[src/adc_host_pkg.sv]
// Constants and rule summary for the converter host controller
// What this block does
// - Write strobe with select low starts a conversion in write-then-read mode.
// - Later read strobe with select low returns the finished result.
// - Polling host waits for completion low before the result read; the block reads anyway once its poll count reaches TIMEOUT_CYC.
// - Evenly spaced starts come from a precise timer, not software.
// - Interrupt-driven starts are spaced to allow reading the previous result.
// - Falling completion can pulse select and read, pushing results into a FIFO.
// - Mode input low selects read-only mode, high selects write-then-read.
// - Host may skip completion and lower read 250 ns after write rises.
package adc_host_pkg;
	localparam int CLK_MHZ       = 25;
	localparam int PULSE_NS      = 100;
	localparam int INTL_NS       = 380;
	localparam int FASTRD_NS     = 250;
	localparam int RDDATA_NS     = 120;
	localparam int PULSE_CYC     = (PULSE_NS * CLK_MHZ + 999) / 1000;
	localparam int INTL_CYC      = (INTL_NS * CLK_MHZ + 999) / 1000;
	localparam int FASTRD_CYC    = (FASTRD_NS * CLK_MHZ + 999) / 1000;
	localparam int RDDATA_CYC    = (RDDATA_NS * CLK_MHZ + 999) / 1000;
	localparam int TIMEOUT_CYC   = 4 * INTL_CYC;
	localparam int DATA_W        = 8;
	localparam int FIFO_DEPTH    = 4;
	localparam logic [7:0] BIPOLAR_FLIP = 8'h80;
endpackage : adc_host_pkg

[src/sample_fifo.sv]
// Small flip-flop FIFO between the converter port and the consumer
module sample_fifo #(
	parameter int WIDTH = 8,
	parameter int DEPTH = 4
) (
	input  wire logic             sys_clk,
	input  wire logic             rst,
	input  wire logic             inValid,
	output logic                  inReady,
	input  wire logic [WIDTH-1:0] inData,
	output logic                  outValid,
	input  wire logic             outReady,
	output logic      [WIDTH-1:0] outData
);
	localparam int AW = (DEPTH > 1) ? $clog2(DEPTH) : 1;
	if (DEPTH < 2 || (DEPTH & (DEPTH - 1)) != 0) begin : g_bad_depth
		$error("sample_fifo depth must be a power of two, at least 2");
	end
	logic [WIDTH-1:0] mem_ff [DEPTH];
	logic [WIDTH-1:0] nxt_mem [DEPTH];
	logic [AW-1:0]    wrPtr_ff, nxt_wrPtr, rdPtr_ff, nxt_rdPtr;
	logic [AW:0]      count_ff, nxt_count;
	logic             doWr, doRd;

	assign inReady  = (count_ff != (AW+1)'(DEPTH));
	assign outValid = (count_ff != '0);
	assign outData  = mem_ff[rdPtr_ff];
	assign doWr     = inValid && inReady;
	assign doRd     = outValid && outReady;

	always_comb begin
		nxt_mem   = mem_ff;
		nxt_wrPtr = wrPtr_ff;
		nxt_rdPtr = rdPtr_ff;
		nxt_count = count_ff;
		if (doWr) begin
			nxt_mem[wrPtr_ff] = inData;
			nxt_wrPtr = wrPtr_ff + 1'b1;
		end
		if (doRd)
			nxt_rdPtr = rdPtr_ff + 1'b1;
		if (doWr && !doRd)
			nxt_count = count_ff + 1'b1;
		else if (doRd && !doWr)
			nxt_count = count_ff - 1'b1;
	end

	always_ff @(posedge sys_clk) begin
		if (rst) begin
			wrPtr_ff <= '0;
			rdPtr_ff <= '0;
			count_ff <= '0;
		end else begin
			wrPtr_ff <= nxt_wrPtr;
			rdPtr_ff <= nxt_rdPtr;
			count_ff <= nxt_count;
		end
		mem_ff <= nxt_mem;
	end

	a_fifo_no_overflow: assert property (@(posedge sys_clk) disable iff (rst)
		count_ff <= (AW+1)'(DEPTH))
		else $error("FIFO count above depth");
endmodule : sample_fifo

[src/adc_host_ctrl.sv]
// Host controller that starts conversions and buffers results from the converter
module adc_host_ctrl
	import adc_host_pkg::*;
#(
	parameter int WIDTH = DATA_W,
	parameter int DEPTH = FIFO_DEPTH
) (
	input  wire logic             sys_clk,
	input  wire logic             rst,
	input  wire logic             sampleTick,
	input  wire logic             fastRead,
	input  wire logic             bipolar,
	output logic                  selectN,
	output logic                  writeN,
	output logic                  readN,
	output logic                  modeSel,
	input  wire logic             doneN,
	input  wire logic [WIDTH-1:0] resultBus,
	output logic                  outValid,
	input  wire logic             outReady,
	output logic      [WIDTH-1:0] outData,
	output logic                  signedOut,
	output logic                  overrun,
	output logic                  busy
);
	if (WIDTH != DATA_W) begin : g_bad_width
		$error("adc_host_ctrl serves only an 8-bit converter");
	end

	// Strobes are decoded from the state, so they change only just after an edge
	typedef enum {IDLE, WRITE, WAITDONE, READ, CAPTURE, PUSH} state_e;
	state_e          state_ff, nxt_state;
	// One counter serves strobe width, poll time and read access in turn
	logic [7:0]      cnt_ff, nxt_cnt;
	logic [WIDTH-1:0] data_ff, nxt_data;
	logic            overrun_ff, nxt_overrun;
	logic            fifoReady;

	assign modeSel = 1'b1;
	assign busy    = (state_ff != IDLE);
	assign overrun = overrun_ff;
	assign signedOut = bipolar;

	always_comb begin
		nxt_state   = state_ff;
		nxt_cnt     = cnt_ff;
		nxt_data    = data_ff;
		nxt_overrun = overrun_ff;
		selectN     = 1'b1;
		writeN      = 1'b1;
		readN       = 1'b1;
		case (state_ff)
			IDLE: begin
				if (sampleTick) begin
					nxt_state = WRITE;
					nxt_cnt   = 8'(PULSE_CYC);
				end
			end
			WRITE: begin
				// Width rounded up to whole cycles, so the strobe is never short
				selectN = 1'b0;
				writeN  = 1'b0;
				if (cnt_ff == 8'h01) begin
					nxt_state = WAITDONE;
					nxt_cnt   = 8'h00;
				end else begin
					nxt_cnt = cnt_ff - 8'h01;
				end
			end
			WAITDONE: begin
				nxt_cnt = cnt_ff + 8'h01;
				if (fastRead && cnt_ff + 8'h01 >= 8'(FASTRD_CYC)) begin
					nxt_state = READ;
					nxt_cnt   = 8'(RDDATA_CYC);
				end else if (!fastRead && !doneN) begin
					nxt_state = READ;
					nxt_cnt   = 8'(RDDATA_CYC);
				end else if (cnt_ff >= 8'(TIMEOUT_CYC)) begin
					// A silent device is read anyway, so the host never hangs
					nxt_state = READ;
					nxt_cnt   = 8'(RDDATA_CYC);
				end
			end
			READ: begin
				// Access time rounded up to whole cycles
				selectN = 1'b0;
				readN   = 1'b0;
				if (cnt_ff == 8'h01)
					nxt_state = CAPTURE;
				else
					nxt_cnt = cnt_ff - 8'h01;
			end
			CAPTURE: begin
				// Last low read cycle, well after the data has settled
				selectN   = 1'b0;
				readN     = 1'b0;
				nxt_data  = resultBus;
				nxt_state = PUSH;
			end
			PUSH: begin
				// Strobes stay idle while the FIFO is full; lost ticks show as overrun
				if (fifoReady)
					nxt_state = IDLE;
			end
			default: nxt_state = IDLE;
		endcase
		// starts too close set the single overrun flag, which only reset clears
		if (sampleTick && state_ff != IDLE)
			nxt_overrun = 1'b1;
	end

	// Registers only; every next value is formed above
	always_ff @(posedge sys_clk) begin
		if (rst) begin
			state_ff   <= IDLE;
			cnt_ff     <= 8'h00;
			data_ff    <= '0;
			overrun_ff <= 1'b0;
		end else begin
			state_ff   <= nxt_state;
			cnt_ff     <= nxt_cnt;
			data_ff    <= nxt_data;
			overrun_ff <= nxt_overrun;
		end
	end

	// Buffer so a slow consumer can take results in batches
	sample_fifo #(.WIDTH(WIDTH), .DEPTH(DEPTH)) fifo (
		.sys_clk  (sys_clk),
		.rst      (rst),
		.inValid  (state_ff == PUSH),
		.inReady  (fifoReady),
		.inData   (data_ff),
		.outValid (outValid),
		.outReady (outReady),
		.outData  (outData)
	);

	// Strobe and sequencing checks; counts follow the package timing
	// write lasts the pulse
	a_write_pulse_len: assert property (@(posedge sys_clk) disable iff (rst)
		$fell(writeN) |-> (!writeN && !selectN) [*3] ##1 writeN)
		else $error("write strobe length wrong");
	a_write_with_sel: assert property (@(posedge sys_clk) disable iff (rst)
		!writeN |-> !selectN)
		else $error("write without select");
	a_no_strobe_overlap: assert property (@(posedge sys_clk) disable iff (rst)
		writeN || readN)
		else $error("write and read low together");
	a_read_after_write: assert property (@(posedge sys_clk) disable iff (rst)
		$rose(writeN) |-> readN [*2])
		else $error("read too soon after write");
	a_poll_read_edge: assert property (@(posedge sys_clk) disable iff (rst)
		(state_ff == WAITDONE && !fastRead && !doneN) |=> !readN)
		else $error("completion seen but no read");
	a_poll_wait: assert property (@(posedge sys_clk) disable iff (rst)
		(state_ff == WAITDONE && !fastRead && doneN && cnt_ff < 8'(TIMEOUT_CYC))
		|=> readN)
		else $error("read before completion");
	a_timeout_read: assert property (@(posedge sys_clk) disable iff (rst)
		(state_ff == WAITDONE && cnt_ff >= 8'(TIMEOUT_CYC)) |=> !readN)
		else $error("no read after poll timeout");
	a_fast_read_gap: assert property (@(posedge sys_clk) disable iff (rst)
		($rose(writeN) && fastRead) |-> readN [*7])
		else $error("fast read before 250 ns");
	a_fast_read_edge: assert property (@(posedge sys_clk) disable iff (rst)
		($rose(writeN) && fastRead) |-> ##7 !readN)
		else $error("fast read late");
	a_read_pulse_len: assert property (@(posedge sys_clk) disable iff (rst)
		$fell(readN) |-> (!readN && !selectN) [*4] ##1 readN)
		else $error("read strobe length wrong");
	a_read_bus_sel: assert property (@(posedge sys_clk) disable iff (rst)
		!readN |-> !selectN && writeN)
		else $error("read without select");
	a_idle_strobes: assert property (@(posedge sys_clk) disable iff (rst)
		!busy |-> selectN && writeN && readN)
		else $error("strobe active while idle");
	a_capture_push: assert property (@(posedge sys_clk) disable iff (rst)
		(state_ff == CAPTURE) |=> (state_ff == PUSH) && data_ff == $past(resultBus))
		else $error("result not captured");
	a_push_stall: assert property (@(posedge sys_clk) disable iff (rst)
		(state_ff == PUSH && !fifoReady) |=> (state_ff == PUSH) && selectN)
		else $error("push left while FIFO full");
	a_tick_start: assert property (@(posedge sys_clk) disable iff (rst)
		(state_ff == IDLE && sampleTick) |=> !writeN)
		else $error("tick did not start");
	a_write_from_idle: assert property (@(posedge sys_clk) disable iff (rst)
		$fell(writeN) |-> !$past(busy))
		else $error("write started while busy");
	a_overrun_flag: assert property (@(posedge sys_clk) disable iff (rst)
		(sampleTick && busy) |=> overrun)
		else $error("overrun not flagged");
	a_overrun_sticky: assert property (@(posedge sys_clk) disable iff (rst)
		overrun |=> overrun)
		else $error("overrun cleared");
	a_mode_high: assert property (@(posedge sys_clk) disable iff (rst)
		modeSel)
		else $error("mode not write-then-read");
endmodule : adc_host_ctrl

[config.mk]
export PLATFORM = sky130hd
export DESIGN_NAME = adc_host_ctrl
export DESIGN_NICKNAME = d
export VERILOG_FILES = /design/src/adc_host_pkg.sv /design/src/sample_fifo.sv /design/src/adc_host_ctrl.sv
export SDC_FILE = /design/constraint.sdc
export NUM_CORES = 1
export LEC_CHECK = 0
export ABC_AREA = 1
export BUFFER_PORTS_ARGS = -buffer_cell sky130_fd_sc_hd__buf_4
export CAP_MARGIN = 5
export CORE_ASPECT_RATIO = 0.9
export CORE_MARGIN = 5
export CORE_UTILIZATION = 60
export DETAILED_ROUTE_END_ITERATION = 10
export GPL_TIMING_DRIVEN = 0
export PLACE_DENSITY = 0.87
export SLEW_MARGIN = 20
export SYNTH_ARGS = -nofsm -noshare
export SYNTH_HDL_FRONTEND = slang
export SYNTH_SLANG_ARGS = --single-unit
export TNS_END_PERCENT = 30
[constraint.sdc]
create_clock -name sys_clk -period 6.2 [get_ports sys_clk]
set_input_delay 0.93 -clock sys_clk [delete_from_list [all_inputs] [get_ports sys_clk]]
set_output_delay 0.93 -clock sys_clk [all_outputs]
set_load 0.01 [all_outputs]
# After elaboration in Yosys (flattened, before gate mapping)

Cells that the tools add are included.

Output and inout bits: 16
Input port bits: 15
Word-level logic and storage cells: 85
Register bits: 88

Order comparisons: 5
$add $sub $neg: 6
Bitwise logic cells: 2
Equal/unequal tests: 14
Reduce and logical (&&, ||, !) cells: 21
Mux-type cells: 26

Operator list:

| cell                                                              | number |
|---|---|
| two-way mux 32 bit                                                | 7 |
| one-hot mux 32 bit (6 select lines)                               | 1 |
| two-way mux 8 bit                                                 | 9 |
| equality test 32 x 2 -> 1 bit, second input constant              | 2 |
| equality test 32 x 3 -> 1 bit, second input constant              | 2 |
| bitwise mux 32 bit                                                | 1 |
| equality test 32 x 1 -> 1 bit, second input constant              | 1 |
| equality test 32 x 4 -> 1 bit, second input constant              | 1 |
| logical NOT 32 bit                                                | 1 |
| one-hot mux 8 bit (4 select lines)                                | 1 |
| nonzero test 32 bit                                               | 1 |
| binary-select mux 8 bit (select 2 bit)                            | 1 |
| demux 8 bit (select 2 bit)                                        | 1 |
| adder 8 x 1 -> 8 bit, second input constant                       | 1 |
| equality test 8 x 1 -> 1 bit, second input constant               | 1 |
| greater-or-equal comparator 8 x 3 -> 1 bit, second input constant | 1 |
| greater-or-equal comparator 8 x 6 -> 1 bit, second input constant | 1 |
| logical AND 1 bit                                                 | 8 |
| inequality test 2 bit, second input constant                      | 4 |
| subtractor 8 x 1 -> 8 bit, second input constant                  | 1 |
| greater-or-equal comparator 3 bit, second input constant          | 2 |
| two-way mux 3 bit                                                 | 2 |
| inverter 2 -> 3 bit                                               | 2 |
| AND reduction 5 bit                                               | 1 |
| other kinds (15)                                                  | 21 |

# Depth between registers and ports, before layout

Gate-level depths: netlist (run 1).

Depth after elaboration: 6
Depth in mapped cells: 12
Gate-level depth less buffers: 12

# By module

From an unflattened synthesis (run 1), not the netlist that was laid out.

Cell total of the unflattened synthesis: 354
Area total of the unflattened synthesis: 3046.7 µm²

By module, submodules not included:

| module        | cells an instance | times used | area each (µm²) | seq. area each (µm²) |
|---|---|---|---|---|
| sample_fifo   | 141               | 1          | 1687.9          | 1101.1 |
| adc_host_ctrl | 213               | 1          | 1358.8          | 400.4 |

# Worst setup path before layout (run 1)

OpenSTA, ideal clock, no wires.

Kind: input port to flip-flop
Start: in outReady
End: reg fifo.count_ff[2]
Slack: 4.095 ns
Path buffers: 0
Cell stages on the path: 8
Arrival: 1.983 ns
Library setup time: 0.122 ns
Required time: 6.078 ns
Cell sequence: nand2_1 > ha_1 > inv_1 > fa_1 > a21oi_1 > o21ai_0 > o21ai_0 > a21oi_1

Cells in the longest elaborated chain, start to end: 4
Elaborated cells on any way between the ends: 6
Those cells by class: mux: 1; reduce/logical: 5

RTL lines:

| item                                                           | line                | source |
|---|---|---|
| start: declaration                                             | adc_host_ctrl.sv:20 | `input wire logic outReady,` |
| logical AND 1 bit *                                            | sample_fifo.sv:29   | `assign doRd = outValid && outReady;` |
| logical NOT 1 bit                                              | sample_fifo.sv:42   | `if (doWr && !doRd)` |
| logical AND 1 bit                                              | sample_fifo.sv:42   |  |
| two-way mux 3 bit / nonzero test 2 bit (equally long branches) | --                  |  |
| end signal: assignment                                         | sample_fifo.sv:56   | `count_ff <= nxt_count;` |
| end: declaration                                               | sample_fifo.sv:22   | `logic [AW:0] count_ff, nxt_count;` |

Mark *: on every way between the ends. The rest lies on a longest branch, timed or not.
A chain may end at the register's enable or synchronous reset.

# Worst setup path after layout (run 1)

Start: reg fifo.rdPtr_ff[0]
End: out outData[0]

Cells in the longest elaborated chain, start to end: 4

RTL lines:

| item                                                  | line                | source |
|---|---|---|
| start: declaration                                    | sample_fifo.sv:21   | `logic [AW-1:0] wrPtr_ff, nxt_wrPtr, rdPtr_ff, nxt_rdPtr;` |
| start signal: assignment                              | sample_fifo.sv:55   | `rdPtr_ff <= nxt_rdPtr;` |
| inverter 2 -> 3 bit (implied by the code)             | sample_fifo.sv:27   | `assign outData = mem_ff[rdPtr_ff];` |
| binary-select mux 8 bit (select 2 bit)                | sample_fifo.sv:27   |  |
| two-way mux 8 bit (implied by the code) (2 in series) | sample_fifo.sv:27   |  |
| end: declaration                                      | adc_host_ctrl.sv:21 | `output logic [WIDTH-1:0] outData,` |

Every way passes these cells. The select of a mux whose other input is x is not followed.

==> impl_metrics.tcl, run 1 <==
set metrics [dict create \
    powerDensity_nw_per_um2 411 \
    routedWlPerCell_um 14.8 \
    cts-buffers-inserted 9 \
    slew_headroom 0.312 \
    synthFlopType "sky130_fd_sc_hd__edfxtp_1" \
    cp.arrival_ns 1.94 \
    grtUsageTotal 0.220 \
    clk_root_buffer_cell "sky130_fd_sc_hd__clkbuf_8" \
    ir_drop_worst_vdd_mv 0.324 \
    grt_setup_unrepaired "false" \
    hold-worst-slack_ns 0.504 \
    cp_data_required_time_ns 5.27 \
    netSwitchingPower_mw 0.545 \
    globalplace.congestion 0.909 \
    synth-seq-area-share 0.507 \
    hold_violations 0 \
    status "finished, final reports clean" \
    route.antenna.remaining_nets 0 \
    synth_largest_area_cell "sky130_fd_sc_hd__edfxtp_1" \
    yosys_warnings 0 \
    wire_length_of_the_first_global_routing_pass_mm 10.8 \
    n_antenna_cell 0 \
    place.detailed.hpwl_mm 4.54 \
    largest_net_degree_at_the_start_of_global_routing 11 \
    routed_wl_mm 6.65 \
    finalClockSkew_ns 0.00713 \
    synth_commonest_cells "54 x sky130_fd_sc_hd__nor2_1, 52 x sky130_fd_sc_hd__nand2_1, 39 x sky130_fd_sc_hd__inv_1, 34 x sky130_fd_sc_hd__o21ai_0, 32 x sky130_fd_sc_hd__edfxtp_1" \
    tritoncts "done" \
    synthCells 341 \
    max-clock-path-buffers 2 \
    port_buffers 28 \
    cellInternalPower_mw 0.878 \
    clock.fmax_mhz 348 \
    core_area_sq_um 4800 \
    yosysUniqueCellTypes 34 \
    die-area_sq_um 6440 \
    drtIter0Drc 187 \
    cp_slowest_stage_delay_ns 0.45 \
    synth.net_count 367 \
    post_synth.cell_area_avg_sq_um 8.68 \
    rows 24 \
    clkSinkCount 59 \
    timing.final.setup_violations 0 \
    seq_power_share 0.353 \
    worst_setup_path_start_kind "register" \
    grt_antenna_before_repair 0 \
    tightestPinTransition_ns 1.02 \
    routed_via_density 5.56 \
    timing.max_cap.violations 0 \
    synth.top_cell.area_share 0.325 \
    postSynth.asyncResetShare 0 \
    endpoint_kind "primary output" \
    postCtsSetupRepairBufs 0 \
    timing.hold.worst.class "reg -> reg" \
    drt_drc_violations_left 0 \
    p_clk_frac 0.260 \
    initial_utilization 0.616 \
    boundaryPins 31 \
    nets 406 \
    pwr-share-comb 0.387 \
    synthTopCellsByArea "sky130_fd_sc_hd__edfxtp_1 32%, sky130_fd_sc_hd__dfxtp_1 18%, sky130_fd_sc_hd__nor2_1 6.8%, sky130_fd_sc_hd__nand2_1 6.6%, sky130_fd_sc_hd__o21ai_0 5.8%" \
    slew_viol_final 0 \
    cts.reportedPaths.clkPinSlew_ns 0.06 \
    syn_area_sq_um 2960 \
    cts_max_level 3 \
    dr_total_vias 2500 \
    cts_hold_buf 0 \
    slowest_stage "sky130_fd_sc_hd__clkbuf_1" \
    yosysMostFrequentCell "sky130_fd_sc_hd__nor2_1" \
    crit_chain "inv_1, clkbuf_1, nor2_1, o22ai_1, buf_4" \
    timing.setup.tns_ns 0 \
    timing_worst_setup_path_type "reg -> out" \
    die_w_um 84.0 \
    finalWorstPathRequiredPeriod_ns 2.88 \
    number_of_flops_mapped_to_enable_cells_by_yosys 32 \
    grt_pass1_vias 2340 \
    fp.dieH_um 76.6 \
    syn2layout_area_growth_pct 16.9 \
    drive_gt1_frac 0.182 \
    gr-total-overflow 0 \
    critPathBufInv 3 \
    cts_repair_resize_count 0 \
    p_sw_frac 0.383 \
    cp_max_fo 10 \
    clk-insertion-delay-late_ns 0.34 \
    total_leakage_power_nw 1.44 \
    drtPass1Iterations 5 \
    yosys_register_bits 59 \
    path_delay_family "buffers and inverters" \
    layout_worst_path_cycle_share 0.464 \
]
-- sequential cells by signal, summed over array words and instances, names as in the netlist --
signal and flops:
fifo.mem_ff 32, cnt_ff 8, data_ff 8, fifo.count_ff 3
state_ff 3, fifo.rdPtr_ff 2, fifo.wrPtr_ff 2, overrun 1
-- worst paths after layout --
| path | from | depth (start not counted) | end | slack (ns) |
|---|---|---|---|---|
| max | fifo.rdPtr_ff[0] | 5 | outData[0] | 3.33 |
| max reg2reg | state_ff[0] | 11 | fifo.count_ff[2] | 3.78 |
| min | overrun | 2 | overrun | 0.50 |
| min reg2reg | overrun | 2 | overrun | 0.50 |
-- kinds of logic (layout without fill, tap and decap cells) --
logic type	Yosys count	in the layout	synth area share
AO/OA/AOI/OAI	71	71	0.139
XOR/XNOR	3	3	0.00888
adder cells (fa/ha/maj)	11	11	0.0490
buffers and inverters	52	96	0.0740
flip-flops	59	59	0.507
other	1	1	0.00127
AND/OR/NAND/NOR	144	144	0.221
-- metrics by stage --
stage | power, mW | cell area (sq um) | util | std cells | setup slack (ns)
floorplan | 0.877 | 2960 | - | 341 | 4.09
global placement | 1.03 | 3250 | 0.677 | 434 | 3.80
detailed placement | 1.05 | 3250 | 0.677 | 434 | 3.75
CTS | 1.42 | 3460 | 0.720 | 450 | 3.36
global route | 1.51 | 3460 | 0.720 | 450 | 3.24
finish | 1.42 | 3460 | 0.720 | 450 | 3.33
-- metal layers --
| layer | vias to the layer above | wire length, um | track usage |
|---|---|---|---|
| met5 | - | 0 | 0 |
| met4 | 0 | 130 | 0.0932 |
| met3 | 13 | 567 | 0.0659 |
| met2 | 124 | 3080 | 0.341 |
| met1 | 1154 | 2870 | 0.284 |
| li1 | 1209 | - | - |
-- worst register-to-register path: cells and delay by family, from the launching register on --
family                   cells  cell delay (ns)
flip-flops                   1             0.40
adder cells (fa/ha/maj)      2             0.52
AND/OR/NAND/NOR              1             0.30
buffers and inverters        3             0.30
AO/OA/AOI/OAI                5             0.79
-- placed cells by master, fill, tap and decap left out, types with 6 or more instances in the layout --
cell type	instances
sky130_fd_sc_hd__nand2_1	52
sky130_fd_sc_hd__o21ai_0	34
sky130_fd_sc_hd__nor2_1	54
sky130_fd_sc_hd__o22ai_1	8
sky130_fd_sc_hd__ha_1	10
sky130_fd_sc_hd__a21oi_1	16
sky130_fd_sc_hd__buf_4	30
sky130_fd_sc_hd__a21oi_2	6
sky130_fd_sc_hd__edfxtp_1	32
sky130_fd_sc_hd__dfxtp_1	27
sky130_fd_sc_hd__inv_1	39
sky130_fd_sc_hd__nand3_1	18
sky130_fd_sc_hd__clkbuf_8	9
-- power by group through the flow --
stage | clock (mW) | sequential, mW | combinational [mW]
after CTS | 0.373 | 0.500 | 0.547
after global routing | 0.392 | 0.509 | 0.612
after detailed placement | 0 | 0.507 | 0.539
after floorplan | 0 | 0.495 | 0.382
final | 0.370 | 0.502 | 0.551
after global placement | 0 | 0.507 | 0.519
-- area by class of cell --
type,count,area [sq um]
sequential,59,1500
fill,362,1350
multi-input combinational,230,1240
timing repair buffer,28,210
inverter,43,161
clock buffer,10,128
tap,65,81.3
clock inverter,6,80.1
buffer,9,57.6
Power figures use the tool's default switching activity.
==> inputs of run 2 (changes only) <==
--- a/config.mk
+++ b/config.mk
@@ -10,10 +10,10 @@
 export CAP_MARGIN = 5
 export CORE_ASPECT_RATIO = 0.9
 export CORE_MARGIN = 5
-export CORE_UTILIZATION = 60
+export CORE_UTILIZATION = 58
 export DETAILED_ROUTE_END_ITERATION = 10
 export GPL_TIMING_DRIVEN = 0
-export PLACE_DENSITY = 0.87
+export PLACE_DENSITY = 0.85
 export SLEW_MARGIN = 20
 export SYNTH_ARGS = -nofsm -noshare
 export SYNTH_HDL_FRONTEND = slang
==> constraint.sdc (replaced) <==
create_clock -name sys_clk -period 2.8 [get_ports sys_clk]
set_input_delay 0.42 -clock sys_clk [delete_from_list [all_inputs] [get_ports sys_clk]]
set_output_delay 0.42 -clock sys_clk [all_outputs]
set_load 0.01 [all_outputs]
==> run 2 against run 1 <==
Die area grew 3.0%; clock-buffer cell count grew 1; largest power group unchanged; critical endpoint is now fifo.count_ff[2]; critical path depth grew 6.
==> impl_metrics.tcl, run 2 (synthesis gave the netlist of run 1 again) <==
set metrics [dict create \
    layout_worst_path_cycle_share 0.901 \
    finalClockSkew_ns 0.00512 \
    boundaryPins 31 \
    initial_utilization 0.605 \
    total_leakage_power_nw 1.41 \
    layout_top_registers "fifo.mem_ff (32), cnt_ff (8), data_ff (8)" \
    cp_data_required_time_ns 3.02 \
    rr_worst_depth 11 \
    clkSinkCount 59 \
    drt_drc_violations_left 0 \
    place.detailed.hpwl_mm 4.49 \
    route.antenna.remaining_nets 0 \
    capture_instance_of_the_worst_register_to_register_path "fifo.count_ff[2]" \
    mostFrequentLayoutCell "sky130_fd_sc_hd__nor2_1" \
    clk_root_buffer_cell "sky130_fd_sc_hd__clkbuf_8" \
    timing.reg2reg.setup_slack_ns 0.28 \
    slew_viol_final 0 \
    powerDensity_nw_per_um2 859 \
    nets 406 \
    routed_via_density 5.40 \
    wire_length_of_the_first_global_routing_pass_mm 10.5 \
    die_w_um 85.3 \
    timing.final.setup_violations 0 \
    total_power_mw 2.92 \
    clock.fmax_mhz 396 \
    ir_drop_worst_vdd_mv 0.601 \
    endpoint_kind "register" \
    port_buffers 28 \
    hold_path_startpoint "resultBus[5]" \
    timing_worst_setup_path_type "reg -> reg" \
    largest_net_degree_at_the_start_of_global_routing 11 \
    cp_max_fo 9 \
    pwr-share-comb 0.413 \
    cts_hold_buf 0 \
    timing.setup.tns_ns 0 \
    status "finished, final reports clean" \
    grt_pass1_vias 2205 \
    hold_path_end "data_ff[5]" \
    routed_wl_mm 6.33 \
    highest_count_cells_in_the_layout_ignoring_fill_and_taps "54 x sky130_fd_sc_hd__nor2_1, 52 x sky130_fd_sc_hd__nand2_1, 39 x sky130_fd_sc_hd__inv_1, 34 x sky130_fd_sc_hd__o21ai_0, 32 x sky130_fd_sc_hd__edfxtp_1" \
    crit_chain "inv_2, nor3_1, o31ai_1, inv_1, ha_1, inv_1, fa_1, a21oi_1, o21ai_0, o21ai_0, a21oi_1" \
    cp_slowest_stage_delay_ns 0.40 \
    timing.max_cap.violations 0 \
    n_antenna_cell 0 \
    max-clock-path-buffers 2 \
    postCtsSetupRepairBufs 0 \
    rows 24 \
    hold_depth 3 \
    fp.dieH_um 77.8 \
    dr_total_vias 2428 \
    finalWorstPathRequiredPeriod_ns 2.52 \
    core_area_sq_um 4890 \
    drive_gt1_frac 0.177 \
    syn2layout_area_growth_pct 15.0 \
    die-area_sq_um 6630 \
    gr-total-overflow 0 \
    globalplace.congestion 0.908 \
    routedWlPerCell_um 14.1 \
    grtUsageTotal 0.205 \
    hold_violations 0 \
    cts_repair_resize_count 0 \
    cellInternalPower_mw 1.76 \
    tightestPinTransition_ns 0.908 \
    final_critical_path_setup_slack_ns 0.277 \
    p_clk_frac 0.206 \
    path_delay_family "compound AO/OA/AOI/OAI gates" \
    cts.reportedPaths.clkPinSlew_ns 0.06 \
    largest_register "fifo.mem_ff" \
    p_sw_frac 0.398 \
    grt_setup_unrepaired "false" \
    worst_setup_path_start_kind "register" \
    netSwitchingPower_mw 1.16 \
    timing.hold.worst.class "in -> reg" \
    clk-insertion-delay-late_ns 0.33 \
    slowest_stage "sky130_fd_sc_hd__nor3_1" \
    cts-buffers-inserted 9 \
    largest_register_ffs 32 \
    drtPass1Iterations 5 \
    detailedPlace.worstSlack_ns 0.388 \
    reg2reg_from "state_ff[2]" \
    grt_antenna_before_repair 0 \
    seq_power_share 0.380 \
    cp.arrival_ns 2.74 \
    tritoncts "done" \
    critPathBufInv 3 \
    slew_headroom 0.389 \
    drtIter0Drc 195 \
    cts_max_level 3 \
]
==> run 2: cell count changes in the layout (fill, tap and decap cells not counted), sizes merged <==
| cell | before | now |
|---|---|---|
| bufinv | 2 | 0 |
| clkbuf | 13 | 14 |
| clkinv | 3 | 5 |
| clkinvlp | 1 | 0 |
==> run 2: metal layers <==
metal  global-route usage  wire (um)  part of all wire  vias to the layer above
met1                0.285       2990              0.47                     1118
li1                     -          -                 -                     1216
met4               0.0759         80             0.013                        0
met3               0.0614        441             0.070                        8
met5                    0          0                 0                        -
met2                0.302       2810              0.44                       86
==> run 2: per-stage QoR <==
stage	cell area, sq um	utilization	hold slack [ns]	cells
4_1_cts	3400	0.695	0.296	450
2_1_floorplan	2960	-	0.455	341
3_3_place_gp	3250	0.664	0.459	434
6_report	3400	0.695	0.304	450
3_5_place_dp	3250	0.664	0.469	434
5_1_grt	3400	0.695	0.318	450
==> run 2: layout make-up <==
class	count	area (sq um)
sequential	59	1500
inverter	43	161
fill	364	1490
clock inverter	5	21.3
timing repair buffer	28	210
tap	65	81.3
multi-input combinational	230	1240
buffer	9	57.6
clock buffer	11	131
==> run 2: worst register-to-register path: cells and delay by family, from the launching register on <==
| family | cells | cell delay (ns) |
|---|---|---|
| buffers and inverters | 3 | 0.27 |
| adders and majority gates | 2 | 0.52 |
| DFF | 1 | 0.39 |
| and+or+nand+nor | 1 | 0.40 |
| AOI/OAI and AO/OA | 5 | 0.82 |
==> run 2: power by group through the flow <==
stage	combinational [mW]	clock [mW]	sequential, mW
CTS	1.19	0.617	1.11
global route	1.34	0.669	1.12
detailed placement	1.19	0	1.13
floorplan	0.847	0	1.10
global placement	1.15	0	1.12
finish	1.21	0.603	1.11
==> run 2: worst max-delay path by stage <==
| stage | startpoint | endpoint | depth (start not counted) |
|---|---|---|---|
| after CTS | state_ff[2] | fifo.count_ff[2] | 11 |
| after global placement | state_ff[0] | fifo.count_ff[2] | 11 |
| final | state_ff[2] | fifo.count_ff[2] | 11 |
| after floorplan | fifo.count_ff[0] | fifo.count_ff[1] | 7 |
| after detailed placement | state_ff[2] | fifo.count_ff[2] | 11 |
| after global routing | state_ff[0] | fifo.count_ff[2] | 11 |
==> inputs of run 3 (changes only) <==
--- a/config.mk
+++ b/config.mk
@@ -6,14 +6,14 @@
 export NUM_CORES = 1
 export LEC_CHECK = 0
 export ABC_AREA = 1
-export BUFFER_PORTS_ARGS = -buffer_cell sky130_fd_sc_hd__buf_4
 export CAP_MARGIN = 5
 export CORE_ASPECT_RATIO = 0.9
 export CORE_MARGIN = 5
-export CORE_UTILIZATION = 58
+export CORE_UTILIZATION = 60
 export DETAILED_ROUTE_END_ITERATION = 10
+export DONT_BUFFER_PORTS = 1
 export GPL_TIMING_DRIVEN = 0
-export PLACE_DENSITY = 0.85
+export PLACE_DENSITY = 0.82
 export SLEW_MARGIN = 20
 export SYNTH_ARGS = -nofsm -noshare
 export SYNTH_HDL_FRONTEND = slang
==> run 3 against run 2 <==
Combinational power is 13% lower; final area is 4.5% lower; clock-buffer cell count unchanged; setup slack gained 0.22 ns; utilization down 1.9 points; critical endpoint unchanged.
==> impl_metrics.tcl, run 3 (synthesis gave the netlist of run 1 again) <==
set metrics [dict create \
    critPathMostFrequentCell "sky130_fd_sc_hd__inv_1" \
    routedWlPerCell_um 14.3 \
    fp.dieH_um 76.6 \
    timing.setup.tns_ns 0 \
    rows 24 \
    timing.max_cap.violations 0 \
    syn2layout_area_growth_pct 9.81 \
    grt_antenna_before_repair 0 \
    fin_cells 422 \
    die-area_sq_um 6440 \
    detailedPlace.worstSlack_ns 0.525 \
    drt_drc_violations_left 0 \
    n_antenna_cell 0 \
    postCtsSetupRepairBufs 0 \
    endpoint "fifo.count_ff[2]" \
    multiInputGateArea_sq_um 1240 \
    hold-worst-slack_ns 0.221 \
    highest_count_cells_in_the_layout_ignoring_fill_and_taps "54 x sky130_fd_sc_hd__nor2_1, 52 x sky130_fd_sc_hd__nand2_1, 39 x sky130_fd_sc_hd__inv_1, 34 x sky130_fd_sc_hd__o21ai_0, 32 x sky130_fd_sc_hd__edfxtp_1" \
    initial_utilization 0.616 \
    placed_cells 406 \
    crit_chain "inv_1, nor3_1, o31ai_1, inv_1, ha_1, inv_1, fa_1, a21oi_1, o21ai_0, o21ai_0, a21oi_1" \
    grt_setup_unrepaired "false" \
    ir_drop_worst_vdd_mv 0.604 \
    layout_top_registers "fifo.mem_ff (32), cnt_ff (8), data_ff (8)" \
    timing.reg2reg.setup_slack_ns 0.50 \
    boundaryPins 31 \
    worst_setup_path_start_kind "register" \
    cts_hold_buf 0 \
    clk_root_buffer_cell "sky130_fd_sc_hd__clkbuf_8" \
    mostFrequentLayoutCell "sky130_fd_sc_hd__nor2_1" \
    status "finished, final reports clean" \
    finish.instance_area_sq_um 3250 \
    grtUsageTotal 0.202 \
    register_area_sq_um 1500 \
    endpoint_kind "register" \
    first_element_of_the_critical_path "state_ff[0]" \
    cts-buffers-inserted 9 \
    slew_headroom 0.379 \
    largest_register "fifo.mem_ff" \
    total_leakage_power_nw 1.31 \
    timing_worst_setup_path_type "reg -> reg" \
    powerDensity_nw_per_um2 917 \
    cts_repair_resize_count 0 \
    finalClockSkew_ns 0.00553 \
    clk-insertion-delay-late_ns 0.33 \
    die_w_um 84.0 \
    total_power_mw 2.98 \
    slowest_stage "sky130_fd_sc_hd__dfxtp_1" \
    grt_pass1_vias 2239 \
    tritoncts "done" \
    nets 378 \
    slew_viol_final 0 \
    clock.fmax_mhz 434 \
    hold_violations 0 \
    cts_max_level 3 \
    timing.hold.worst.class "in -> reg" \
    routed_via_density 5.48 \
    cp.arrival_ns 2.53 \
    largest_register_ffs 32 \
    core_area_sq_um 4800 \
    dr_total_vias 2314 \
    finalWorstPathRequiredPeriod_ns 2.30 \
    capture_instance_of_the_worst_register_to_register_path "fifo.count_ff[2]" \
    layout_worst_path_cycle_share 0.823 \
    postLayoutCoreUtil 0.676 \
    num-fill-cells 376 \
    port_buffers 0 \
    reg2reg_from "state_ff[0]" \
    cp_slowest_stage_delay_ns 0.40 \
    place.detailed.hpwl_mm 4.21 \
    route.antenna.remaining_nets 0 \
    cp_max_fo 9 \
    wire_length_of_the_first_global_routing_pass_mm 10.2 \
    drtPass1Iterations 4 \
    max-clock-path-buffers 2 \
    cp_data_required_time_ns 3.02 \
    largest_net_degree_at_the_start_of_global_routing 11 \
    routed_wl_mm 6.01 \
    gr-total-overflow 0 \
    final_critical_path_setup_slack_ns 0.496 \
    post_dp_cell_area_sq_um 3040 \
    drtIter0Drc 206 \
    drive_gt1_frac 0.120 \
    tightestPinTransition_ns 0.923 \
    cts.reportedPaths.clkPinSlew_ns 0.06 \
    globalplace.congestion 0.916 \
    timing.final.setup_violations 0 \
    rr_worst_depth 11 \
    clkSinkCount 59 \
]
run 3: cell count changes in the layout (fill, tap and decap cells not counted):
cell	previous run	this run
sky130_fd_sc_hd__clkinv_1	3	0
sky130_fd_sc_hd__clkinvlp_4	0	1
sky130_fd_sc_hd__buf_4	30	2
sky130_fd_sc_hd__bufinv_16	0	2
run 3: report_power, final:
group | leakage (nW) | internal [mW] | switching (mW)
Sequential | 0.504 | 1.00 | 0.115
Combinational | 0.698 | 0.336 | 0.713
Clock | 0.103 | 0.498 | 0.316
run 3: per-layer routing:
| metal | GRT usage | wire length (um) | vias up |
|---|---|---|---|
| met3 | 0.0616 | 479 | 17 |
| met4 | 0.108 | 178 | 0 |
| met5 | 0 | 0 | - |
| li1 | - | - | 1158 |
| met1 | 0.256 | 2520 | 1056 |
| met2 | 0.308 | 2840 | 83 |
run 3: layout make-up:
class	count	area share
buffer	9	0.0177
clock buffer	11	0.0404
clock inverter	5	0.0239
inverter	43	0.0497
multi-input combinational	230	0.381
sequential	59	0.462
tap	65	0.0250
run 3: worst min path at each step:
stage / from / end / slack (ns) / depth (start not counted)
2_1_floorplan: data_ff[0] / fifo.mem_ff[0] / 0.45 / 0
3_3_place_gp: data_ff[5] / fifo.mem_ff[29] / 0.48 / 0
3_5_place_dp: data_ff[4] / fifo.mem_ff[20] / 0.50 / 0
4_1_cts: resultBus[1] / data_ff[1] / 0.21 / 2
5_1_grt: resultBus[0] / data_ff[0] / 0.21 / 2
6_report: resultBus[1] / data_ff[1] / 0.22 / 2
run 3: worst max-delay path, delay by kind of cell, from the launching register on:
| kind | cells | cell delay, ns |
|---|---|---|
| AO/OA/AOI/OAI | 5 | 0.77 |
| adder cells (fa/ha/maj) | 2 | 0.52 |
| flip-flops | 1 | 0.40 |
| buffers and inverters | 3 | 0.29 |
| AND/OR/NAND/NOR | 1 | 0.21 |
